[src/reset_cause_pkg.sv]
// Package with register layout and timing constants for the reset cause and power-on-clear block.
package reset_cause_pkg;
  localparam logic [15:0] CAUSE_REG_ADDR = 16'hFFAC;
  localparam int CAUSE_WIDTH = 8;
  localparam logic [7:0] CAUSE_RESET_VALUE = 8'h00;
  localparam int WATCHDOG_BIT = 4;
  localparam int LOWVOLT_BIT = 0;
  localparam int CLK_PERIOD_NS = 20;
  localparam int CLK_FREQ_HZ = 50000000;
  // Stabilization wait window in microseconds.
  localparam int STAB_MIN_US = 1930;
  localparam int STAB_MAX_US = 5390;
  // The least wait rounds up to whole cycles.
  localparam int STAB_MIN_CYCLES = (STAB_MIN_US * 1000 + CLK_PERIOD_NS - 1) / CLK_PERIOD_NS;
  localparam int STAB_MAX_CYCLES = (STAB_MAX_US * 1000) / CLK_PERIOD_NS;
  localparam int SYNC_STAGES = 2;
endpackage

[src/stab_timer.sv]
// Down counter that produces the supply stabilization wait.
`timescale 1ns/1ps
`default_nettype none
module stab_timer #(
  parameter int WIDTH = 18
) (
  // Clock and reset
  input wire logic clk_sys_i,
  input wire logic rst_n_i,
  // Control
  input wire logic restart_i,
  input wire logic [WIDTH-1:0] load_i,
  // Status
  output logic done_o
);
  typedef struct packed {
    logic [WIDTH-1:0] count;
    logic done;
  } timer_s;

  timer_s state_reg;
  timer_s state_next;

  always_comb
  begin
    state_next = state_reg;
    if (restart_i)
    begin
      state_next.count = load_i;
      state_next.done = 1'b0;
    end
    else if (state_reg.count != '0)
    begin
      state_next.count = state_reg.count - 1'b1;
    end
    else
    begin
      state_next.done = 1'b1;
    end
  end

  always_ff @(posedge clk_sys_i or negedge rst_n_i)
  begin
    if (!rst_n_i)
    begin
      state_reg <= '0;
    end
    else
    begin
      state_reg <= state_next;
    end
  end

  assign done_o = state_reg.done;
endmodule // stab_timer
`default_nettype wire

[src/reset_cause.sv]
// Reset cause register and power-on-clear reset generator.
`timescale 1ns/1ps
`default_nettype none
module reset_cause #(
  parameter int STAB_CYCLES = reset_cause_pkg::STAB_MIN_CYCLES,
  parameter int TIMER_WIDTH = 18
) (
  // Clock and reset
  input wire logic clk_sys_i,
  input wire logic rstn_i,
  // Reset sources
  input wire logic ext_reset_n_i,
  input wire logic watchdog_req_i,
  input wire logic lowvolt_req_i,
  // Supply comparators and option setting
  input wire logic supply_above_low_i,
  input wire logic supply_above_high_i,
  input wire logic poweron_threshold_select_i,
  // Processor read port
  input wire logic rd_en_i,
  input wire logic [15:0] addr_i,
  output logic [7:0] rd_data_o,
  // Reset outputs
  output logic poweron_reset_o,
  output logic internal_reset_o
);
  typedef enum logic [2:0] {
    POC_HOLD = 3'b001,
    POC_WAIT = 3'b010,
    POC_RUN = 3'b100
  } poc_state_e;

  // Read data is registered and shows zero in any cycle that follows no read.
  typedef struct packed {
    poc_state_e poweron_clear_unit;
    logic timer_armed;
    logic watchdog_cause_flag;
    logic lowvolt_cause_flag;
    logic [7:0] rd_data;
    logic poc_reset;
    logic int_reset;
  } core_s;

  core_s state_reg;
  core_s state_next;
  logic [1:0] rst_sync_reg;
  logic rst_n;
  logic timer_restart;
  logic timer_done;
  logic cause_read;

  logic release_ok;
  logic pin_reset;
  logic cause_req;
  logic [7:0] cause_byte;

  // The reset release is synchronised so no flop leaves reset on a ragged edge.
  always_ff @(posedge clk_sys_i or negedge rstn_i)
  begin
    if (!rstn_i)
    begin
      rst_sync_reg <= 2'h0;
    end
    else
    begin
      rst_sync_reg <= {rst_sync_reg[0], 1'b1};
    end
  end
  assign rst_n = rst_sync_reg[1];

  // Reads of any other address are refused quietly and return zero.
  assign cause_read = rd_en_i && (addr_i == reset_cause_pkg::CAUSE_REG_ADDR);
  // Active-high views of the reset sources.
  assign pin_reset = !ext_reset_n_i;
  assign cause_req = watchdog_req_i || lowvolt_req_i;

  // Option 1 needs the higher level, option 0 only the low level.
  assign release_ok = supply_above_low_i
    && (!poweron_threshold_select_i || supply_above_high_i);

  // Restart the wait whenever the supply is below the low level.
  // The timer leaves reset already expired, so the first cycle after reset reloads it;
  // otherwise a supply that is already up would skip the stabilization wait.
  assign timer_restart = !supply_above_low_i || !state_reg.timer_armed;

  // Unused bits of the cause register always read as zero.
  always_comb
  begin
    cause_byte = reset_cause_pkg::CAUSE_RESET_VALUE;
    cause_byte[reset_cause_pkg::WATCHDOG_BIT] = state_reg.watchdog_cause_flag;
    cause_byte[reset_cause_pkg::LOWVOLT_BIT] = state_reg.lowvolt_cause_flag;
  end

  // The wait runs from the low level, so a slow climb to the higher level may use it all up.
  stab_timer #(
    .WIDTH(TIMER_WIDTH)
  ) u_stab_timer (
    .clk_sys_i(clk_sys_i),
    .rst_n_i(rst_n),
    .restart_i(timer_restart),
    .load_i(TIMER_WIDTH'(STAB_CYCLES)),
    .done_o(timer_done)
  );

  always_comb
  begin
    state_next = state_reg;
    state_next.timer_armed = 1'b1;
    state_next.rd_data = 8'h00;
    case (state_reg.poweron_clear_unit)
      // Wait here until the release level for the selected option is reached.
      POC_HOLD:
      begin
        if (release_ok)
        begin
          state_next.poweron_clear_unit = POC_WAIT;
        end
      end

      // Count out the stabilization wait; a dip below the low level starts over.
      POC_WAIT:
      begin
        if (!supply_above_low_i)
        begin
          state_next.poweron_clear_unit = POC_HOLD;
        end
        else if (timer_done)
        begin
          state_next.poweron_clear_unit = POC_RUN;
        end
      end

      // Normal running until the supply falls below the low level.
      POC_RUN:
      begin
        if (!supply_above_low_i)
        begin
          state_next.poweron_clear_unit = POC_HOLD;
        end
      end

      default:
      begin
        state_next.poweron_clear_unit = POC_HOLD;
      end
    endcase
    // The power-on-clear reset stands in every state but normal running.
    state_next.poc_reset = (state_next.poweron_clear_unit != POC_RUN);

    // A read takes the old value and clears; a new request in the same cycle still wins.
    if (cause_read)
    begin
      state_next.rd_data = cause_byte;
      state_next.watchdog_cause_flag = 1'b0;
      state_next.lowvolt_cause_flag = 1'b0;
    end

    if (watchdog_req_i)
    begin
      state_next.watchdog_cause_flag = 1'b1;
    end

    if (lowvolt_req_i)
    begin
      state_next.lowvolt_cause_flag = 1'b1;
    end

    // Pin and power-on-clear resets dominate every other source.
    if (pin_reset || state_next.poc_reset)
    begin
      state_next.watchdog_cause_flag = 1'b0;
      state_next.lowvolt_cause_flag = 1'b0;
    end

    // Held while any source is active, so it drops only once the last one has gone.
    if (pin_reset || state_next.poc_reset || cause_req)
    begin
      state_next.int_reset = 1'b1;
    end
    else
    begin
      state_next.int_reset = 1'b0;
    end
  end

  always_ff @(posedge clk_sys_i or negedge rst_n)
  begin
    if (!rst_n)
    begin
      state_reg.poweron_clear_unit <= POC_HOLD;
      state_reg.timer_armed <= 1'b0;
      state_reg.watchdog_cause_flag <= 1'b0;
      state_reg.lowvolt_cause_flag <= 1'b0;
      state_reg.rd_data <= reset_cause_pkg::CAUSE_RESET_VALUE;
      state_reg.poc_reset <= 1'b1;
      state_reg.int_reset <= 1'b1;
    end
    else
    begin
      state_reg <= state_next;
    end
  end

  // Every output is taken straight from the state register.
  assign rd_data_o = state_reg.rd_data;
  assign poweron_reset_o = state_reg.poc_reset;
  assign internal_reset_o = state_reg.int_reset;
endmodule // reset_cause
`default_nettype wire

[config.mk]
export PLATFORM = sky130hd
export DESIGN_NAME = reset_cause
export DESIGN_NICKNAME = d
export VERILOG_FILES = /design/src/reset_cause_pkg.sv /design/src/stab_timer.sv /design/src/reset_cause.sv
export SDC_FILE = /design/constraint.sdc
export NUM_CORES = 1
export LEC_CHECK = 0
export ABC_AREA = 1
export ABC_CLOCK_PERIOD_IN_PS = 2200
export BUFFER_PORTS_ARGS = -buffer_cell sky130_fd_sc_hd__buf_2
export CAP_MARGIN = 20
export CORE_ASPECT_RATIO = 0.9
export CORE_MARGIN = 4
export CORE_UTILIZATION = 30
export DETAILED_ROUTE_END_ITERATION = 8
export SLEW_MARGIN = 20
export SYNTH_ARGS = -nofsm -noshare
export SYNTH_HDL_FRONTEND = slang
export SYNTH_SLANG_ARGS = --single-unit
[constraint.sdc]
create_clock -name clk_sys_i -period 2.2 [get_ports clk_sys_i]
set_input_delay 0.44 -clock clk_sys_i [delete_from_list [all_inputs] [get_ports clk_sys_i]]
set_output_delay 0.44 -clock clk_sys_i [all_outputs]
set_load 0.05 [all_outputs]
**Word level (Yosys, flattened, before mapping)**

Index checks and enable logic that the tools add are counted.

- Add/subtract/negate cells: 1
- Multiply operators: 0
- Eq/ne operators: 6
- Div/mod/pow operators: 0
- Magnitude comparators: 0
- Muxes and demuxes: 13
- Reduce and logical (&&, ||, !) cells: 15
- Shift-type cells: 0
- Bitwise logic cells: 0

Operators with widths:

| cell | number |
|---|---|
| 2-to-1 mux 19 bit | 1 |
| 2-to-1 mux 18 bit | 1 |
| nonzero test 18 bit | 1 |
| subtractor 18 x 1 -> 18 bit, second input constant | 1 |
| equality test 16 bit, second input constant | 1 |
| 2-to-1 mux 3 bit | 4 |
| 2-to-1 mux 10 bit | 1 |
| case mux 3 bit (3 select lines) | 1 |
| nonzero test 3 bit | 2 |
| logical OR 1 bit | 5 |
| logical NOT 1 bit | 4 |
| 2-to-1 mux 1 bit | 4 |
| equality test 3 x 1 -> 1 bit, second input constant | 1 |
| equality test 3 x 2 -> 1 bit, second input constant | 1 |
| equality test 3 bit, second input constant | 1 |
| inequality test 3 bit, second input constant | 1 |
| logical AND 1 bit | 2 |
| 2-to-1 mux 2 bit | 1 |
| inequality test 2 bit, second input constant | 1 |
| nonzero test 2 bit | 1 |

- Latch bits: 0
- Bits in registers: 37
- Bits in writable memories: 0
- Output and inout port bits: 10
- Input port bits: 25
- Word-level logic and storage cells: 45
- Memories: 0
- ROM bits: 0

**Longest topological paths before layout**

Gate-level depths: netlist of the first run.

- Word-level depth: 9
- Gate-level depth with buffers: 9
- Gate-level depth less buffers: 9

**Modules after synthesis**

A second synthesis of the first run with hierarchy kept.

- Cell total of the unflattened synthesis: 249
- Area total of the unflattened synthesis: 1853.0 µm²

Modules (own cells, without submodules):

| module | area each (µm²) | instances | cells an instance | sequential area each (µm²) |
|---|---|---|---|---|
| stab_timer | 1242.4 | 1 | 179 | 475.5 |
| reset_cause | 610.6 | 1 | 70 | 304.0 |

**Worst setup path after synthesis of the first run**

Ideal clock, no wire load.

- Path type: register to register
- Start: register u_stab_timer.state_reg[1] (netlist bit)
- End: register u_stab_timer.state_reg[12] (netlist bit)
- Data required time: 2.074 ns
- Stages on the path, launching flop included: 9
- Period minus slack after synthesis: 1.428 ns
- Path slack: 0.772 ns
- Path buffers: 1
- Data arrival time: 1.302 ns
- Setup time: 0.126 ns
- Cell sequence: dfrtp_1 -> inv_1 -> ha_1 -> nand2_2 -> nor2_4 -> nand3_4 -> buf_6 -> nand3_1 -> nand3_1

- Cells in the longest elaborated chain, start to end: 3
- Elaborated cells on any way between the ends: 5
- Those cells by class: add/sub: 1; mux: 2; reduce/logical: 2

Ends and longest elaborated chain:

| item | line | source |
|---|---|---|
| start, declared | stab_timer.sv:21 | `timer_s state_reg;` |
| start signal, assigned | stab_timer.sv:50 | `state_reg <= state_next;` |
| subtractor 18 x 1 -> 18 bit | stab_timer.sv:34 | `state_next.count = state_reg.count - 1'b1;` |
| 2-to-1 mux 18 bit | stab_timer.sv:32 | `else if (state_reg.count != '0)` |
| 2-to-1 mux 19 bit | stab_timer.sv:27 | `if (restart_i)` |

Parallel ways exist; a longest one is shown, timed or not. The select of a mux whose other input is x is not followed.
A chain may end at the register's enable or synchronous reset.

**Final worst setup path of the first run**

- Start: register u_stab_timer.state_reg[1] (netlist bit)
- End: register u_stab_timer.state_reg[16] (netlist bit)

The elaborated chain is that of the path after synthesis.

==> impl_results.md, run 1 <==
* Run status: completed
* Delay of the slowest cell on the worst path at 370 ps
* Number of I/O pins at 35
* Worst vdd ir at 0.0002485 V
* DRC violations left at 0
* Most common library cells after synthesis: sky130_fd_sc_hd__nand2_1 (48), sky130_fd_sc_hd__nor2_1 (37), sky130_fd_sc_hd__inv_1 (34)
* Wire length on met3 at 137 um
* Violation count after the first detailed-route iteration at 62
* Max Clock Skew at 5.767 ps
* Setup repair after global routing missed its margin: no
* Proportion of register bits with asynchronous set or reset after synthesis at 1.000
* Die width at 88.75 um
* Die outline area at 7159 um2
* Initial Util at 0.3092
* Router iterations before antenna repair at 4
* Cell area after placement at 1939 um2
* Fraction of the cycle the final worst path needs at 0.7414
* Synthesis-to-layout area growth at 17.13%
* Finished Layout Cells at 336
* Buffer depth of the longest clock path at 2
* Vertical die dimension at 80.67 um
* Resized cells post-CTS at 0
* Yosys cell types at 27
* Crit Reg-Reg Startpoint: u_stab_timer.state_reg[1]$_DFFE_PN0P_
* Met2 wire len at 1649 um
* Top Layer Used: met4
* Most used DFF post-synth: sky130_fd_sc_hd__dfrtp_1
* Clock transition time at the flip-flop clock pins of the worst setup and hold paths at 70 ps
* Highest attainable clock frequency at 613.1 MHz
* Buffers & Inverters on Critical Path at 1
* PD cells at 637.6 nW/um2
* Clk sinks at 31
* Category of the critical setup timing path: flop to flop
* Length of routed wiring on met1 at 1675 um
* Crit-path slowest cell: sky130_fd_sc_hd__dfrtp_1
* Setup slack on the worst flop-to-flop path at 570 ps
* Cell repeated most along the worst path: sky130_fd_sc_hd__nor2_4
* CORE AREA at 5693 um2
* Largest net degree at the start of global routing at 20
* Final period demand of the worst path at 1631 ps
* Setup fix buffers added after clock tree synthesis at 0
* Hold buffer count at cts at 1
* Biggest area contributors in the synthesized netlist: sky130_fd_sc_hd__dfrtp_1 (40%), sky130_fd_sc_hd__nand2_1 (10%), sky130_fd_sc_hd__nor2_1 (7.9%), sky130_fd_sc_hd__nand3_1 (7.7%), sky130_fd_sc_hd__inv_1 (7.2%)
* Maximum fanout along the worst path at 12
* Max reg flops at 18
* H-tree lvl count at 2
* EDFF count, synth at 0
* Cell with the most instances after synthesis: sky130_fd_sc_hd__nand2_1
* Startpoint class of the critical path: flop
* TritonCTS clock tree: done
* Leakage at 0.9798 nW
* Number of buffers created by CTS at 5
* Worst path top cell family by delay: simple AND/OR/NAND/NOR gates
* Cell area after technology mapping at 1760 um2
* NumNets Final at 291
* Arrival time at the worst endpoint at 1800 ps
* Number of global-route vias before repair at 1401
* Setup Viol. Count Final at 0
* Post-synthesis sequential area ratio at 0.4428
* Number of buffers inserted by port buffering at 28
* Number of synthesized register bits at 31
* Share of layout cells above drive strength 1 at 0.2143
* Initial antenna violation count at 0
* Number of warnings printed during yosys synthesis at 0
* Endpoint class of the critical path: flop
* Global-route wire length before repair at 6279 um
* Number of core rows at 26
* Number of maximum-capacitance constraint violations at 0
* Multi-input gate area at 797.0 um2
* Chain of cells forming the critical path: inv_1 > ha_1 > nand2_2 > nor2_4 > nand3_4 > nor2_4 > nor2_1
* Share of the synthesized area in the top cell type at 0.3980
* Core Util, Final at 0.3622
* Number of placed instances, taps included at 327
* Post-detailed-route count of antenna-violating nets at 0
* Number of max-slew violations in the final report at 0
* Sum of negative setup slack at 0 ps
* Sum of net half-perimeters after detailed placement at 2769 um
* Antenna cell count at 0
* Avg Synthesized Cell Area at 7.588 um2
* GRT Util Overall at 0.1131
* Yosys top cell by area: sky130_fd_sc_hd__dfrtp_1
* Placer's final routability congestion estimate at 0.8014
* Final hold violation count at 0
* Design Power at 0.001315 W
* Routed via count divided by cell count at 4.378
* Storage cell area at 779.5 um2
* Overflow left after global routing at 0
* Number of vias in the routed layout at 1471
* Synthesized netlist cell count at 232
* Insertion delay of the later-clocked pin in the worst-skew pair at 290 ps
* Final WL at 3512 um
* Number of inserted filler cells in the final layout at 582
* Finished Cell Area at 2062 um2
* Class of the tightest hold or removal check: flop to async pin
* Required time reported for the critical path endpoint at 2370 ps
* Clock tree root buffer cell: sky130_fd_sc_hd__clkbuf_8
* Crit path from: u_stab_timer.state_reg[1]$_DFFE_PN0P_
* Wirelength per Cell at 10.45 um
[worst reg2reg max path, cell delays in order (launching register included)]
cell	delay, ps
sky130_fd_sc_hd__dfrtp_1	370
sky130_fd_sc_hd__inv_1	140
sky130_fd_sc_hd__ha_1	220
sky130_fd_sc_hd__nand2_2	100
sky130_fd_sc_hd__nor2_4	180
sky130_fd_sc_hd__nand3_4	190
sky130_fd_sc_hd__nor2_4	240
sky130_fd_sc_hd__nor2_1	80
[final timing paths]
path / cells after the start / endpoint
min reg2reg: 0 / u_stab_timer.state_reg[11]$_DFFE_PN0P_
min in group clk_sys_i: 2 / internal_reset_o$_DFF_PN1_
max: 7 / u_stab_timer.state_reg[16]$_DFFE_PN0P_
max reg2reg: 7 / u_stab_timer.state_reg[16]$_DFFE_PN0P_
min: 0 / u_stab_timer.state_reg[11]$_DFFE_PN0P_
max in group asynchronous: 1 / internal_reset_o$_DFF_PN1_
[per-layer routing]
layer  vias up  GRT usage
li1        774          -
met2        26     0.1788
met5         -          0
met1       665     0.1479
met4         0    0.04079
met3         6    0.02872
[through the flow]
| step | hold WS (ps) | setup slack [ps] |
|---|---|---|
| floorplan | 144.4 | 771.5 |
| global placement | 187.5 | 579.1 |
| detailed placement | 194.0 | 560.6 |
| CTS | 198.0 | 544.4 |
| global route | 228.7 | 381.5 |
| finish | 173.0 | 568.8 |
[layout by cell type (no fill, tap or decap), drive strengths merged]
cell type    Yosys  layout
nand3           30      30
nand3b           2       2
nand2           52      52
o21bai           2       2
clkbuf           0       5
and2             1       1
or2              2       2
o22ai            2       2
nand4            3       3
dfstp            3       3
o211ai           1       1
a21oi            6       6
nor2            44      44
ha               1       1
dlygate4sd3      0       1
o21ai            8       8
dfrtp           28      28
nor3b            1       1
conb             2       8
bufinv           0       1
buf             10      29
clkinv           0       2
inv             34      34
[layout make-up]
type	instances	share of cell area
Multi-Input combinational cell	163	0.3865
Sequential cell	31	0.3780
Timing Repair Buffer	30	0.07646
Inverter	34	0.06189
Tap cell	70	0.04248
Clock buffer	5	0.03337
Clock inverter	3	0.02124
[cell families (layout without fill, tap and decap cells)]
kind of cell,after synthesis,after routing,synth area share
compound gates,19,19,0.06183
fa+ha+maj,1,1,0.007106
buf+inv,44,72,0.1173
flops,31,31,0.4428
other cells,2,8,0.004266
simple gates,135,135,0.3667
[power by group]
| group | switching (W) | internal, W |
|---|---|---|
| clock network | 0.000221 | 0.000337 |
| registers | 0.0000209 | 0.000596 |
| logic | 0.0000907 | 0.0000492 |
| total | 0.000332 | 0.000982 |
Note: power is estimated with default switching activity, not from simulation.
==> run 2: changes to the inputs <==
--- a/config.mk
+++ b/config.mk
@@ -6,7 +6,7 @@
 export NUM_CORES = 1
 export LEC_CHECK = 0
 export ABC_AREA = 1
-export ABC_CLOCK_PERIOD_IN_PS = 2200
+export ABC_CLOCK_PERIOD_IN_PS = 1550
 export BUFFER_PORTS_ARGS = -buffer_cell sky130_fd_sc_hd__buf_2
 export CAP_MARGIN = 20
 export CORE_ASPECT_RATIO = 0.9
==> constraint.sdc (replaced) <==
create_clock -name clk_sys_i -period 1.55 [get_ports clk_sys_i]
set_input_delay 0.31 -clock clk_sys_i [delete_from_list [all_inputs] [get_ports clk_sys_i]]
set_output_delay 0.31 -clock clk_sys_i [all_outputs]
set_load 0.05 [all_outputs]
==> impl_results.md, run 2 (synthesis results as in run 1) <==
* Overflow left after global routing at 0 (unchanged)
* Synthesis-to-layout area growth at 25.02% (was 17.13%)
* Max reg flops at 18 (unchanged)
* Setup Viol. Count Final at 0 (unchanged)
* Post-detailed-route count of antenna-violating nets at 0 (unchanged)
* Initial Util at 0.3092 (unchanged)
* DRC violations left at 0 (unchanged)
* GRT Util Overall at 0.1141 (was 0.1131)
* Number of buffers inserted by port buffering at 28 (unchanged)
* Placer's final routability congestion estimate at 0.7622 (was 0.8014)
* Finished Cell Area at 2201 um2 (was 2062 um2)
* Class of the tightest hold or removal check: input port to flop (was flop to async pin)
* Number of I/O pins at 35 (unchanged)
* Max Clock Skew at 5.303 ps (was 5.767 ps)
* Router iterations before antenna repair at 4 (unchanged)
* Insertion delay of the later-clocked pin in the worst-skew pair at 280 ps (was 290 ps)
* PD cells at 838.4 nW/um2 (was 637.6 nW/um2)
* Final hold violation count at 0 (unchanged)
* Worst-case setup margin in the final layout at 95.21 ps (was 568.8 ps)
* Clk sinks at 31 (unchanged)
* Worst Hold Slack at 213.4 ps (was 173.0 ps)
* Final WL at 3808 um (was 3512 um)
* Number of core rows at 26 (unchanged)
* Routed via count divided by cell count at 4.452 (was 4.378)
* Worst vdd ir at 0.0005111 V (was 0.0002485 V)
* Initial antenna violation count at 0 (unchanged)
* Number of max-slew violations in the final report at 0 (unchanged)
* Core Util, Final at 0.3866 (was 0.3622)
* Category of the critical setup timing path: flop to flop (unchanged)
* Arrival time at the worst endpoint at 1670 ps (was 1800 ps)
* Share of layout cells above drive strength 1 at 0.2766 (was 0.2143)
* Final period demand of the worst path at 1455 ps (was 1631 ps)
* NumNets Final at 307 (was 291)
* Number of inserted filler cells in the final layout at 591 (was 582)
* Vertical die dimension at 80.67 um (unchanged)
* Run status: completed (unchanged)
* Number of buffers created by CTS at 5 (unchanged)
* Leakage at 1.043 nW (was 0.9798 nW)
* CORE AREA at 5693 um2 (unchanged)
* Buffer depth of the longest clock path at 2 (unchanged)
* Leading cell types in the layout, fill and taps excluded: sky130_fd_sc_hd__nand2_1 (47), sky130_fd_sc_hd__nor2_1 (34), sky130_fd_sc_hd__inv_1 (32) (was sky130_fd_sc_hd__nand2_1 (48), sky130_fd_sc_hd__nor2_1 (37), sky130_fd_sc_hd__inv_1 (34))
* Die outline area at 7159 um2 (unchanged)
* Die width at 88.75 um (unchanged)
* Clock tree root buffer cell: sky130_fd_sc_hd__clkbuf_8 (unchanged)
* H-tree lvl count at 2 (unchanged)
* Sum of negative setup slack at 0 ps (unchanged)
* Largest net degree at the start of global routing at 30 (was 20)
* TritonCTS clock tree: done (unchanged)
* Setup Slack @ Placement at 35.40 ps (was 560.6 ps)
* Number of vias in the routed layout at 1567 (was 1471)
* Commonest non-fill, non-tap cell in the layout: sky130_fd_sc_hd__nand2_1 (unchanged)
* Number of maximum-capacitance constraint violations at 0 (unchanged)
* Startpoint class of the critical path: flop (unchanged)
* Global-route wire length before repair at 6313 um (was 6279 um)
* Cell area after placement at 1984 um2 (was 1939 um2)
* Required time reported for the critical path endpoint at 1760 ps (was 2370 ps)
* Antenna cell count at 0 (unchanged)
* Endpoint class of the critical path: flop (unchanged)
* Fraction of the cycle the final worst path needs at 0.9386 (was 0.7414)
* Violation count after the first detailed-route iteration at 74 (was 62)
* Highest attainable clock frequency at 687.4 MHz (was 613.1 MHz)
* Maximum fanout along the worst path at 5 (was 12)
* Wirelength per Cell at 10.82 um (was 10.45 um)
* Clock transition time at the flip-flop clock pins of the worst setup and hold paths at 60 ps (was 70 ps)
* Sum of net half-perimeters after detailed placement at 2832 um (was 2769 um)
* Number of global-route vias before repair at 1503 (was 1401)
==> run 2: cell count changes in the layout (fill, tap and decap cells not counted), sizes merged <==
cell | previous run | this run
buf | 29 | 44
clkinv | 2 | 0
nand3 | 30 | 31
clkbuf | 5 | 7
==> run 2: worst max-delay path: stages (launching register included) <==
cell	delay (ps)
sky130_fd_sc_hd__dfrtp_1	410
sky130_fd_sc_hd__nor2_1	130
sky130_fd_sc_hd__nand2_1	120
sky130_fd_sc_hd__nor2_4	190
sky130_fd_sc_hd__nand3_4	140
sky130_fd_sc_hd__buf_4	170
sky130_fd_sc_hd__buf_4	120
sky130_fd_sc_hd__a21oi_2	90
==> run 2: report_power, final <==
| group | switching [W] | internal, W | leakage (nW) |
|---|---|---|---|
| clock network | 0.000279 | 0.000480 | 0.0524 |
| logic | 0.000135 | 0.0000788 | 0.629 |
| registers | 0.0000249 | 0.000847 | 0.362 |
==> run 2: area by class of cell <==
cell class | instances | area [um2] | share of cell area
multi-input combinational | 164 | 829.5 | 0.3769
clock buffer | 7 | 76.32 | 0.03468
timing repair buffer | 45 | 270.3 | 0.1228
clock inverter | 1 | 30.03 | 0.01364
tap | 70 | 87.58 | 0.03980
inverter | 34 | 127.6 | 0.05799
sequential | 31 | 779.5 | 0.3542
==> run 2: timing repair <==
item | in CTS | in global routing
endpoints found under the hold margin | 2 | 0
setup buffers | 0 | 9
hold buffers | 1 | 0
resized for setup | 0 | 8
endpoints found under the setup margin | 0 | 8
==> run 2: worst paths after layout <==
| check | startpoint | to | slack, ps | cells after the start |
|---|---|---|---|---|
| hold reg to reg | rst_sync_reg[1]$_DFF_PN0_ | u_stab_timer.state_reg[4]$_DFFE_PN0P_ | 240 | 1 |
| min in group asynchronous | rst_sync_reg[1]$_DFF_PN0_ | u_stab_timer.state_reg[4]$_DFFE_PN0P_ | 240 | 1 |
| hold / removal | ext_reset_n_i | internal_reset_o$_DFF_PN1_ | 210 | 2 |
| setup / recovery | u_stab_timer.state_reg[6]$_DFFE_PN0P_ | u_stab_timer.done_o$_DFFE_PN0P_ | 100 | 7 |
| setup reg to reg | u_stab_timer.state_reg[6]$_DFFE_PN0P_ | u_stab_timer.done_o$_DFFE_PN0P_ | 100 | 7 |
| max in group asynchronous | rst_sync_reg[1]$_DFF_PN0_ | internal_reset_o$_DFF_PN1_ | 1000 | 1 |
==> run 2: per-layer routing <==
layer	track usage	routed length (um)	share of wire	vias to the layer above
met4	0.04985	75	0.020	0
met1	0.1364	1758	0.46	725
li1	-	-	-	811
met3	0.02974	116	0.030	6
met2	0.1907	1858	0.49	25
met5	0	0	0	-
==> run 2: stage by stage <==
step / power (W) / cells
detailed placement: 0.001096 / 333
floorplan: 0.001039 / 238
global route: 0.001949 / 352
global placement: 0.001090 / 333
finish: 0.001845 / 352
CTS: 0.001873 / 342
==> run 3: changes to the inputs <==
--- a/config.mk
+++ b/config.mk
@@ -10,9 +10,10 @@
 export BUFFER_PORTS_ARGS = -buffer_cell sky130_fd_sc_hd__buf_2
 export CAP_MARGIN = 20
 export CORE_ASPECT_RATIO = 0.9
-export CORE_MARGIN = 4
+export CORE_MARGIN = 10
 export CORE_UTILIZATION = 30
 export DETAILED_ROUTE_END_ITERATION = 8
+export PLACE_DENSITY = 0.51
 export SLEW_MARGIN = 20
 export SYNTH_ARGS = -nofsm -noshare
 export SYNTH_HDL_FRONTEND = slang
==> impl_results.md, run 3 (synthesis results as in run 1) <==
* Run status: completed (unchanged)
* Number of buffers created by CTS at 5 (unchanged)
* Number of I/O pins at 35 (unchanged)
* Number of maximum-capacitance constraint violations at 0 (unchanged)
* Chain of cells forming the critical path: nor2_1 > nand2_1 > nor2_4 > nand3_4 > buf_4 > buf_4 > a21oi_2 (unchanged)
* Worst path top cell family by delay: simple AND/OR/NAND/NOR gates (unchanged)
* Number of core rows at 26 (unchanged)
* Synthesis-to-layout area growth at 26.23% (was 25.02%)
* Share of layout cells above drive strength 1 at 0.2847 (was 0.2766)
* Placer's final routability congestion estimate at 0.8251 (was 0.7622)
* Fraction of the cycle the final worst path needs at 0.9296 (was 0.9386)
* Buffers & Inverters on Critical Path at 2 (unchanged)
* PD cells at 808.2 nW/um2 (was 838.4 nW/um2)
* Global-route wire length before repair at 6699 um (was 6313 um)
* Number of global-route vias before repair at 1487 (was 1503)
* Clock tree root buffer cell: sky130_fd_sc_hd__clkbuf_8 (unchanged)
* Die outline area at 9336 um2 (was 7159 um2)
* Required time reported for the critical path endpoint at 1760 ps (about the same)
* Antenna cell count at 0 (unchanged)
* Sum of negative setup slack at 0 ps (unchanged)
* Source of the worst hold timing path: ext_reset_n_i (unchanged)
* DRC violations left at 0 (unchanged)
* Violation count after the first detailed-route iteration at 46 (was 74)
* Number of max-slew violations in the final report at 0 (unchanged)
* H-tree lvl count at 2 (unchanged)
* Largest net degree at the start of global routing at 30 (unchanged)
* Router iterations before antenna repair at 4 (unchanged)
* CORE AREA at 5693 um2 (unchanged)
* Startpoint class of the critical path: flop (unchanged)
* Buffer depth of the longest clock path at 2 (unchanged)
* Overflow left after global routing at 0 (unchanged)
* Arrival time at the worst endpoint at 1660 ps (was 1670 ps)
* Initial antenna violation count at 0 (unchanged)
* Sum of net half-perimeters after detailed placement at 3083 um (was 2832 um)
* Delay of the slowest cell on the worst path at 410 ps (about the same)
* Vertical die dimension at 92.67 um (was 80.67 um)
* Crit path from: u_stab_timer.state_reg[13]$_DFFE_PN0P_ (was u_stab_timer.state_reg[6]$_DFFE_PN0P_)
* Initial Util at 0.3092 (unchanged)
* Max Clock Skew at 5.125 ps (was 5.303 ps)
* Die width at 100.7 um (was 88.75 um)
* Leakage at 1.051 nW (was 1.043 nW)
* GRT Util Overall at 0.08752 (was 0.1141)
* Clock transition time at the flip-flop clock pins of the worst setup and hold paths at 70 ps (was 60 ps)
* Leading cell types in the layout, fill and taps excluded: sky130_fd_sc_hd__nand2_1 (47), sky130_fd_sc_hd__nor2_1 (34), sky130_fd_sc_hd__inv_1 (32) (unchanged)
* Setup Viol. Count Final at 0 (unchanged)
* Worst vdd ir at 0.0004783 V (was 0.0005111 V)
* Highest attainable clock frequency at 694.0 MHz (was 687.4 MHz)
* NumNets Final at 306 (was 307)
* Clk sinks at 31 (unchanged)
* Post-detailed-route count of antenna-violating nets at 0 (unchanged)
* Maximum fanout along the worst path at 6 (was 5)
* Final hold violation count at 0 (unchanged)
* Wirelength per Cell at 11.29 um (was 10.82 um)
* TritonCTS clock tree: done (unchanged)
* Worst Hold Slack at 206.9 ps (was 213.4 ps)
* Final WL at 3964 um (was 3808 um)
* Max reg flops at 18 (unchanged)
* Endpoint class of the critical path: flop (unchanged)
* Class of the tightest hold or removal check: input port to flop (unchanged)
* Crit Reg-Reg Startpoint: u_stab_timer.state_reg[13]$_DFFE_PN0P_ (was u_stab_timer.state_reg[6]$_DFFE_PN0P_)
* Number of buffers inserted by port buffering at 28 (unchanged)
* Setup repair after global routing missed its margin: yes
* Routed via count divided by cell count at 4.236 (was 4.452)
* Cell repeated most along the worst path: sky130_fd_sc_hd__buf_4 (unchanged)
* Core Util, Final at 0.3903 (was 0.3866)
* Category of the critical setup timing path: flop to flop (unchanged)
* Final period demand of the worst path at 1441 ps (was 1455 ps)
* Commonest non-fill, non-tap cell in the layout: sky130_fd_sc_hd__nand2_1 (unchanged)
* Crit-path slowest cell: sky130_fd_sc_hd__dfrtp_1 (unchanged)
* Number of vias in the routed layout at 1487 (was 1567)
* Insertion delay of the later-clocked pin in the worst-skew pair at 280 ps (about the same)
run 3: worst reg2reg max path, delay by kind of cell (launching register included):
kind	cells	cell delay [ps]
and+or+nand+nor	4	580
DFF	1	410
buffers and inverters	2	300
AOI/OAI and AO/OA	1	90
run 3: path summary, 6_finish.rpt:
check / endpoint / slack, ps / cells past startpoint
worst max-delay path: u_stab_timer.done_o$_DFFE_PN0P_ / 110 / 7
worst min-delay path: internal_reset_o$_DFF_PN1_ / 210 / 2
worst max register to register: u_stab_timer.done_o$_DFFE_PN0P_ / 110 / 7
worst min register to register: rd_data_o[4]$_DFF_PN0_ / 250 / 1
max in group asynchronous: state_reg[13]$_DFF_PN1_ / 1000 / 1
min in group asynchronous: rd_data_o[4]$_DFF_PN0_ / 250 / 1
run 3: timing repair:
item                       4_1_cts  5_1_grt
setup buffers                    0        7
resized for setup                0       12
hold buffers                     1        0
setup endpoints to repair        0       10
hold endpoints to repair         2        0
run 3: area by class of cell:
cell class                      count  area, um2
Clock inverter                      1      7.507
Tap cell                           70      87.58
Multi-Input combinational cell    164      844.6
Clock buffer                        7      96.34
Timing Repair Buffer               44      279.0
Sequential cell                    31      779.5
Inverter                           34      127.6
Fill cell                         574       3471
run 3: per-layer routing:
metal	wire length, um	track usage	part of all wire	vias up
li1	-	-	-	808
met1	1871	0.1049	0.47	663
met2	1956	0.1473	0.49	14
met3	108	0.01932	0.027	2
met4	28	0.03529	0.0071	0
met5	0	0	0	-
run 3: power by group:
part           leakage (nW)  switching (W)  internal (W)  total, W
clock                0.0505       0.000297      0.000403  0.000700
sequential            0.362      0.0000247      0.000847  0.000871
combinational         0.639       0.000140     0.0000845  0.000224
run 3: through the flow:
stage	instances	total power [W]	area, um2	setup WS [ps]
after detailed placement	334	0.001098	2004	45.26
after global routing	351	0.001896	2222	-22.49
after global placement	334	0.001095	2004	70.47
after CTS	343	0.001820	2118	27.64
after floorplan	238	0.001039	1783	121.5
final	351	0.001796	2222	109.1
